File: src/shared/ddc_cfg_regs.svh
// offsets, field positions, reset values of the down-converter config page
`ifndef DDC_CFG_REGS_SVH
`define DDC_CFG_REGS_SVH

// page bases, one per channel, 16-bit direct addressing
`define DDC_PAGE_BASE_A 16'h5000
`define DDC_PAGE_BASE_B 16'h5800
// offset field below the page base
`define DDC_PAGE_OFF_BITS 11

// register offsets within the page
`define DDC_OFF_BAND_MODE 11'h002
`define DDC_OFF_OUT_FORMAT 11'h005
`define DDC_OFF_SOURCE_SEL 11'h006
`define DDC_OFF_OSC_ONE_LOW 11'h007
`define DDC_OFF_OSC_ONE_HIGH 11'h008
`define DDC_OFF_OSC_TWO_LOW 11'h009
`define DDC_OFF_OSC_TWO_HIGH 11'h00a

// single mode bit position in the mode registers
`define DDC_MODE_BIT 0

// reset values
`define DDC_RST_MODE 1'h0
`define DDC_RST_BYTE 8'h00
`define DDC_RST_WORD 16'h0000

// frequency word resolution: one count is fs over 2 to this power
`define DDC_FREQ_WORD_BITS 16

`endif

File: src/shared/ddc_cfg_pkg.sv
// types shared by the down-converter config register page
package ddc_cfg_pkg;
  typedef logic [15:0] addr_t;
  typedef logic [7:0] byte_t;
  typedef logic [15:0] freq_word_t;
  typedef enum logic
  {
    BAND_SINGLE = 1'b0,
    BAND_DUAL = 1'b1
  } band_mode_t;
  typedef enum logic
  {
    FORMAT_COMPLEX = 1'b0,
    FORMAT_REAL = 1'b1
  } out_format_t;
  typedef enum logic
  {
    SOURCE_OWN = 1'b0,
    SOURCE_ALTERNATE = 1'b1
  } source_sel_t;
endpackage

File: src/downconverter_config_regs.sv
// per-channel down-converter configuration register page
// Overview of operation
// - bit 0 at 002h picks single-band (0) or dual-band (1) filtering.
// - bit 0 at 005h picks complex (0) or real output at twice rate (1).
// - bit 0 at 006h makes the channel take samples from the alternate converter.
// - oscillator one frequency word: low byte 007h, high byte 008h.
// - oscillator two frequency word: low byte 009h, high byte 00Ah.
// - one count of a frequency word equals sampling rate over 2^16.
// - page directly addressed, 16-bit; base 5000h channel A, 5800h channel B.
module downconverter_config_regs
#(
  parameter bit CHANNEL_B = 1'b0
)
(
  input wire logic i_clk,
  input wire logic i_rst_b,
  input wire ddc_cfg_pkg::addr_t i_addr,
  input wire logic i_wr_en,
  input wire logic i_rd_en,
  input wire ddc_cfg_pkg::byte_t i_wdata,
  output ddc_cfg_pkg::byte_t o_rdata,
  output logic o_rd_valid,
  output ddc_cfg_pkg::band_mode_t o_band_mode,
  output ddc_cfg_pkg::out_format_t o_out_format,
  output ddc_cfg_pkg::source_sel_t o_converter_source_swap,
  output ddc_cfg_pkg::freq_word_t o_osc_one_freq,
  output ddc_cfg_pkg::freq_word_t o_osc_two_freq
);
  import ddc_cfg_pkg::*;
  `include "ddc_cfg_regs.svh"

  localparam addr_t PAGE_BASE = CHANNEL_B ? `DDC_PAGE_BASE_B
                                          : `DDC_PAGE_BASE_A;

  logic page_hit;
  logic [`DDC_PAGE_OFF_BITS-1:0] page_off;
  logic wr_band;
  logic wr_format;
  logic wr_source;
  logic wr_one_low;
  logic wr_one_high;
  logic wr_two_low;
  logic wr_two_high;
  byte_t next_rdata;

  // only the page field is compared; the offset is the low 11 address bits
  function automatic logic in_page(input addr_t addr);
    in_page = addr[15:`DDC_PAGE_OFF_BITS] ==
              PAGE_BASE[15:`DDC_PAGE_OFF_BITS];
  endfunction

  function automatic logic wr_at(
    input logic [`DDC_PAGE_OFF_BITS-1:0] off,
    input logic [`DDC_PAGE_OFF_BITS-1:0] target);
    wr_at = i_wr_en && page_hit && (off == target);
  endfunction

  // mode registers expose one bit, the rest of the byte reads zero
  function automatic byte_t mode_byte(input logic bit_val);
    mode_byte = {7'h00, bit_val};
  endfunction

  assign page_hit = in_page(i_addr);
  assign page_off = i_addr[`DDC_PAGE_OFF_BITS-1:0];

  assign wr_band = wr_at(page_off, `DDC_OFF_BAND_MODE);
  assign wr_format = wr_at(page_off, `DDC_OFF_OUT_FORMAT);
  assign wr_source = wr_at(page_off, `DDC_OFF_SOURCE_SEL);
  assign wr_one_low = wr_at(page_off, `DDC_OFF_OSC_ONE_LOW);
  assign wr_one_high = wr_at(page_off, `DDC_OFF_OSC_ONE_HIGH);
  assign wr_two_low = wr_at(page_off, `DDC_OFF_OSC_TWO_LOW);
  assign wr_two_high = wr_at(page_off, `DDC_OFF_OSC_TWO_HIGH);

  // upper write bits are dropped, never stored
  always_ff @(posedge i_clk or negedge i_rst_b)
  begin
    if (!i_rst_b)
    begin
      o_band_mode <= BAND_SINGLE;
    end
    else if (wr_band)
    begin
      o_band_mode <= band_mode_t'(i_wdata[`DDC_MODE_BIT]);
    end
  end

  always_ff @(posedge i_clk or negedge i_rst_b)
  begin
    if (!i_rst_b)
    begin
      o_out_format <= FORMAT_COMPLEX;
    end
    else if (wr_format)
    begin
      o_out_format <= out_format_t'(i_wdata[`DDC_MODE_BIT]);
    end
  end

  always_ff @(posedge i_clk or negedge i_rst_b)
  begin
    if (!i_rst_b)
    begin
      o_converter_source_swap <= SOURCE_OWN;
    end
    else if (wr_source)
    begin
      o_converter_source_swap <= source_sel_t'(i_wdata[`DDC_MODE_BIT]);
    end
  end

  // word counts fs / 2^16 per step, so width is the full 16 bits
  freq_word_pair osc_one
  (
    .i_clk(i_clk),
    .i_rst_b(i_rst_b),
    .i_wr_low(wr_one_low),
    .i_wr_high(wr_one_high),
    .i_wdata(i_wdata),
    .o_word(o_osc_one_freq)
  );

  freq_word_pair osc_two
  (
    .i_clk(i_clk),
    .i_rst_b(i_rst_b),
    .i_wr_low(wr_two_low),
    .i_wr_high(wr_two_high),
    .i_wdata(i_wdata),
    .o_word(o_osc_two_freq)
  );

  // unmapped offsets and other pages answer zero
  always_comb
  begin
    next_rdata = `DDC_RST_BYTE;
    if (page_hit)
    begin
      case (page_off)
        `DDC_OFF_BAND_MODE: next_rdata = mode_byte(o_band_mode);
        `DDC_OFF_OUT_FORMAT: next_rdata = mode_byte(o_out_format);
        `DDC_OFF_SOURCE_SEL:
          next_rdata = mode_byte(o_converter_source_swap);
        `DDC_OFF_OSC_ONE_LOW: next_rdata = o_osc_one_freq[7:0];
        `DDC_OFF_OSC_ONE_HIGH: next_rdata = o_osc_one_freq[15:8];
        `DDC_OFF_OSC_TWO_LOW: next_rdata = o_osc_two_freq[7:0];
        `DDC_OFF_OSC_TWO_HIGH: next_rdata = o_osc_two_freq[15:8];
        default: next_rdata = `DDC_RST_BYTE;
      endcase
    end
  end

  // read data held until the next read; a same-cycle write is not seen
  always_ff @(posedge i_clk or negedge i_rst_b)
  begin
    if (!i_rst_b)
    begin
      o_rdata <= `DDC_RST_BYTE;
    end
    else if (i_rd_en)
    begin
      o_rdata <= next_rdata;
    end
  end

  always_ff @(posedge i_clk or negedge i_rst_b)
  begin
    if (!i_rst_b)
    begin
      o_rd_valid <= 1'b0;
    end
    else
    begin
      o_rd_valid <= i_rd_en;
    end
  end

  localparam addr_t BAND_ADDR = PAGE_BASE | 16'(`DDC_OFF_BAND_MODE);

  property p_band_write;
    @(posedge i_clk) disable iff (!i_rst_b)
    (i_wr_en && i_addr == BAND_ADDR)
      |=> o_band_mode == $past(i_wdata[0]);
  endproperty
  a_band_write: assert property (p_band_write)
    else $error("band mode did not follow write");

  property p_format_write;
    @(posedge i_clk) disable iff (!i_rst_b)
    wr_format |=> o_out_format == $past(i_wdata[0]);
  endproperty
  a_format_write: assert property (p_format_write)
    else $error("output format did not follow write");

  property p_source_hold;
    @(posedge i_clk) disable iff (!i_rst_b)
    !wr_source |=> $stable(o_converter_source_swap);
  endproperty
  a_source_hold: assert property (p_source_hold)
    else $error("source select changed without a write");

  property p_one_low_write;
    @(posedge i_clk) disable iff (!i_rst_b)
    wr_one_low |=> o_osc_one_freq[7:0] == $past(i_wdata)
      && $stable(o_osc_one_freq[15:8]);
  endproperty
  a_one_low_write: assert property (p_one_low_write)
    else $error("oscillator one low byte write wrong");

  property p_two_high_write;
    @(posedge i_clk) disable iff (!i_rst_b)
    wr_two_high |=> o_osc_two_freq[15:8] == $past(i_wdata)
      && $stable(o_osc_two_freq[7:0]);
  endproperty
  a_two_high_write: assert property (p_two_high_write)
    else $error("oscillator two high byte write wrong");

  property p_word_hold;
    @(posedge i_clk) disable iff (!i_rst_b)
    !(wr_one_low || wr_one_high) [*2] |=> $stable(o_osc_one_freq);
  endproperty
  a_word_hold: assert property (p_word_hold)
    else $error("frequency word moved without a write");

  property p_off_page;
    @(posedge i_clk) disable iff (!i_rst_b)
    (i_wr_en && !in_page(i_addr)) |=> $stable(o_band_mode)
      && $stable(o_osc_one_freq) && $stable(o_osc_two_freq);
  endproperty
  a_off_page: assert property (p_off_page)
    else $error("write outside the page changed state");

  property p_read_answer;
    @(posedge i_clk) disable iff (!i_rst_b)
    (i_rd_en && !in_page(i_addr)) |=> o_rd_valid && o_rdata == 8'h00;
  endproperty
  a_read_answer: assert property (p_read_answer)
    else $error("off-page read did not answer zero");

  property p_mode_upper_zero;
    @(posedge i_clk) disable iff (!i_rst_b)
    (i_rd_en && page_hit && page_off == `DDC_OFF_BAND_MODE)
      |=> o_rdata[7:1] == 7'h00 && o_rdata[0] == $past(o_band_mode);
  endproperty
  a_mode_upper_zero: assert property (p_mode_upper_zero)
    else $error("mode register upper bits not zero");

  property p_reset_zero;
    @(posedge i_clk)
    !i_rst_b |=> o_osc_one_freq == 16'h0000 && o_osc_two_freq == 16'h0000
      && o_band_mode == BAND_SINGLE && o_rdata == 8'h00;
  endproperty
  a_reset_zero: assert property (p_reset_zero)
    else $error("state not zero after reset");

  c_dual_band: cover property (@(posedge i_clk) disable iff (!i_rst_b)
    $rose(o_band_mode));
  c_real_out: cover property (@(posedge i_clk) disable iff (!i_rst_b)
    wr_format && i_wdata[0]);
  c_full_word: cover property (@(posedge i_clk) disable iff (!i_rst_b)
    wr_one_low ##1 wr_one_high);
  c_read_back: cover property (@(posedge i_clk) disable iff (!i_rst_b)
    wr_two_low ##1 (i_rd_en && page_off == `DDC_OFF_OSC_TWO_LOW));
endmodule

File: src/freq_word_pair.sv
// one 16-bit oscillator frequency word held as low and high byte
module freq_word_pair
(
  input wire logic i_clk,
  input wire logic i_rst_b,
  input wire logic i_wr_low,
  input wire logic i_wr_high,
  input wire ddc_cfg_pkg::byte_t i_wdata,
  output ddc_cfg_pkg::freq_word_t o_word
);
  import ddc_cfg_pkg::*;
  `include "ddc_cfg_regs.svh"

  // bytes land independently; no shadow, so a half-written word is live
  always_ff @(posedge i_clk or negedge i_rst_b)
  begin
    if (!i_rst_b)
    begin
      o_word <= `DDC_RST_WORD;
    end
    else
    begin
      if (i_wr_low)
      begin
        o_word[7:0] <= i_wdata;
      end
      if (i_wr_high)
      begin
        o_word[15:8] <= i_wdata;
      end
    end
  end
endmodule

File: config.mk
export PLATFORM = sky130hd
export DESIGN_NAME = downconverter_config_regs
export DESIGN_NICKNAME = d
export VERILOG_FILES = /design/src/shared/ddc_cfg_pkg.sv /design/src/downconverter_config_regs.sv /design/src/freq_word_pair.sv
export VERILOG_INCLUDE_DIRS = /design/src /design/src/shared
export SDC_FILE = /design/constraint.sdc
export NUM_CORES = 1
export LEC_CHECK = 0
export BUFFER_PORTS_ARGS = -buffer_cell sky130_fd_sc_hd__buf_2
export CAP_MARGIN = 20
export CORE_MARGIN = 5
export CORE_UTILIZATION = 49
export CTS_CLUSTER_DIAMETER = 30
export DETAILED_ROUTE_END_ITERATION = 7
export GPL_ROUTABILITY_DRIVEN = 0
export MAX_ROUTING_LAYER = met4
export PLACE_DENSITY = 0.78
export SETUP_SLACK_MARGIN = 0.02
export SYNTH_ARGS = -nofsm -noshare
export SYNTH_HDL_FRONTEND = slang
export SYNTH_SLANG_ARGS = --single-unit
File: constraint.sdc
create_clock -name i_clk -period 1.3 [get_ports i_clk]
set_input_delay 0.13 -clock i_clk [delete_from_list [all_inputs] [get_ports i_clk]]
set_output_delay 0.13 -clock i_clk [all_outputs]
set_load 0.05 [all_outputs]
==> out/results.ini <==
[cells_and_area]
n_fill_cell=260
drive_above_1_share=0.644
fin_cells=303
fin_nets=280
area_growth_pct=43.4
utilization=0.736
antenna_cells=0

[floorplan]
die_x_um=75.2
initial_core_util=0.513
coreArea_um2=4060
die_area_um2=5650
rows=23
die_y_um=75.2
ios=72

[worst_setup_path]
startpoint_type=input port
crit_arrival_ns=1.54
worstSetupEndpointType=flip-flop
r2r-start=osc_two.o_word[14]
crit_type=input port to flip-flop
reg2reg_depth=3
cp_cell_sequence=buf_8 -> nor4_4 -> nand4_4 -> nor4b_4 -> buf_4 -> mux2_4
critPathBufInv=2
rrSetupSlack_ns=-0.04
r2r-end=o_rdata[6]
path_max_fanout=4
critPathRequiredTime_ns=1.48
crit_slowest_cell=nor4_4
slowest_delay_ns=0.36
path_delay_family=simple AND/OR/NAND/NOR gates

[place]
dp_cells=293
hpwlAfterDp_um=4020
port_buffers=71

[clock_tree]
clockBufferDepth=2
numClockSinks=44
ctsHtreeMaxLevel=2
cts-root-buf=clkbuf_8
cts_tree=yes
clk_latency_ns=0.30
cts_buffers=5
clkTransAtPathRegs_ns=0.09

[sta]
hold_violations=0
fin_worst_skew_ns=0.00599
fin_crit_ns=1.36
finalWorstSetupSlack_ns=-0.0561
holdWs_ns=0.105
slew_headroom=0.715
tns_ns=-0.466
fmax_mhz=737
rsz0062_at_grt=yes
drv_slew=0
worst_pin_slew_ns=0.428
finalCritPeriodShare=1.04
setup_violations=15

[synthesis]
synth_compound_area_frac=0.0938
synth.ff_latch_count=44
mappedNetlistArea_um2=2080
synth_top_family_by_area=multiplexers
synth-xor-area-share=0
synth_fa_ha_area_frac=0
async_flop_share=1.00
synth.area.mux_share=0.228
synth_cell_type_count=34
avgSynthCellArea_um2=13.4
synth_edf_count=0
synth_top_flop_cell=dfrtp_1
syn_nets=183
synth_warnings=0
synth_seq_area_share=0.529
syn-instance-count=155
yosys.area_share.simple=0.124

[global_routing]
grt_max_degree=45
gr-usage-met2=0.342
busiest_layer=met2
grt_overflow=0
grtUsageTotal=0.218
met1_usage=0.297
grt_pass1_vias=1782
antenna_found_initial=0
grt_pass1_wl_um=8850
grt_use_met3=0.0320

[route]
vias_per_cell=5.48
firstDrtPassIters=4
drt_wl_total_um=5490
drc=0
drt.antenna.violating_nets=0
route.vias.total=1661
wl_per_cell_um=18.1
drt_iter0_drc=97

[min_path]
min_to=osc_two.o_word[7]
whs_path_depth=2
hold_path_class=input port to flip-flop
holdCritStartpoint=i_wdata[7]

[flow_run]
drv_cap=0

[power]
p_leak_nw=1.49
vdd_drop_max_mv=0.708
power_density_nw_per_um2=903

[outcome]
status=finished with violations
violations=setup timing

[worst reg2reg max path, stage by stage, from the launching register on]
cell      delay [ns]
dfrtp_2         0.43
a22o_1          0.21
a222oi_1        0.43
o22ai_1         0.13
[per-layer routing]
metal  vias up  wire (µm)
met1       818       2450
met4         0         36
met5         -          0
met2        56       2690
li1        783          -
met3         4        314
[flip-flops by register name, indices dropped and copies added (netlist names)]
signal,cells
o_band_mode,1
o_converter_source_swap,1
o_out_format,1
o_rd_valid,1
o_rdata,8
osc_one.o_word,16
osc_two.o_word,16
[how the worst max path moves through the flow]
stage | start | end | slack [ns] | cells past startpoint
global route | i_addr[6] | osc_one.o_word[11] | -0.12 | 6
detailed placement | i_addr[5] | osc_one.o_word[11] | -0.40 | 6
CTS | i_addr[6] | osc_one.o_word[8] | -0.06 | 6
global placement | i_addr[5] | osc_one.o_word[13] | -0.37 | 6
floorplan | i_addr[5] | osc_one.o_word[10] | -0.38 | 4
finish | i_addr[6] | osc_one.o_word[8] | -0.06 | 6
[where the power goes]
part           internal, mW  total [mW]  switching [mW]  leakage (nW)
sequential             1.37        1.37        0.000707         0.589
clock                 0.629        1.10           0.476        0.0614
combinational        0.0964       0.223           0.126         0.835
total                  2.09        2.70           0.603          1.49
[stage by stage]
stage	setup WS, ns	area, µm²	power (mW)
after floorplan	-0.383	2190	1.46
after global placement	-0.372	2790	1.60
after detailed placement	-0.402	2790	1.60
after CTS	-0.0562	2960	2.71
after global routing	-0.121	2990	2.79
final	-0.0561	2990	2.70
[synth_stat cells, drive strengths merged, types with 3 or more instances]
master,number,area [µm²]
dfrtp,44,1100
mux2,35,424
inv,8,30.0
o22ai,8,50.1
a22o,5,43.8
mux2i,5,50.1
a222oi,4,40.0
nor3,4,25.0
a22oi,3,22.5
buf,3,11.3
clkbuf,3,11.3
nand2b,3,18.8
nand3b,3,22.5
nor2,3,11.3
nor2b,3,18.8
nor4,3,48.8
o21ai,3,15.0
[placed cells by master, fill, tap and decap left out, drive strengths merged]
master	instances
a2111oi	1
a211oi	1
a222oi	4
a22o	5
a22oi	3
and2	1
and3b	1
and4bb	1
buf	95
bufinv	1
clkbuf	6
clkinv	1
dfrtp	44
dlygate4sd3	1
inv	8
mux2	35
mux2i	5
nand2	2
nand2b	3
nand3	1
nand3b	3
nand4	2
nor2	3
nor2b	3
nor3	4
nor3b	1
nor4	3
nor4b	2
o211ai	1
o21ai	3
o22ai	8
or3	1
[final cells by class]
type                       count  area (µm²)  area share
clock buffer                   6        82.6      0.0276
clock inverter                 2        38.8      0.0130
inverter                       8        30.0      0.0101
multi-input combinational     97        1040       0.349
sequential                    44        1120       0.375
tap                           50        62.6      0.0209
timing repair buffer          96         612       0.205
[logic make-up (layout without fill, tap and decap cells)]
kind of cell    Yosys count  after routing
buf+inv                  14            112
compound gates           26             26
flops                    44             44
simple gates             31             31
mux                      40             40
[repair_timing]
action,CTS,global route
setup buffers,1,0
hold endpoints to repair,44,0
cloned,0,0
endpoints found under the setup margin,33,36
resized for setup,6,3
hold buffers,1,0
pin swaps,3,1
No activity file was read; power rests on OpenSTA's default activity.
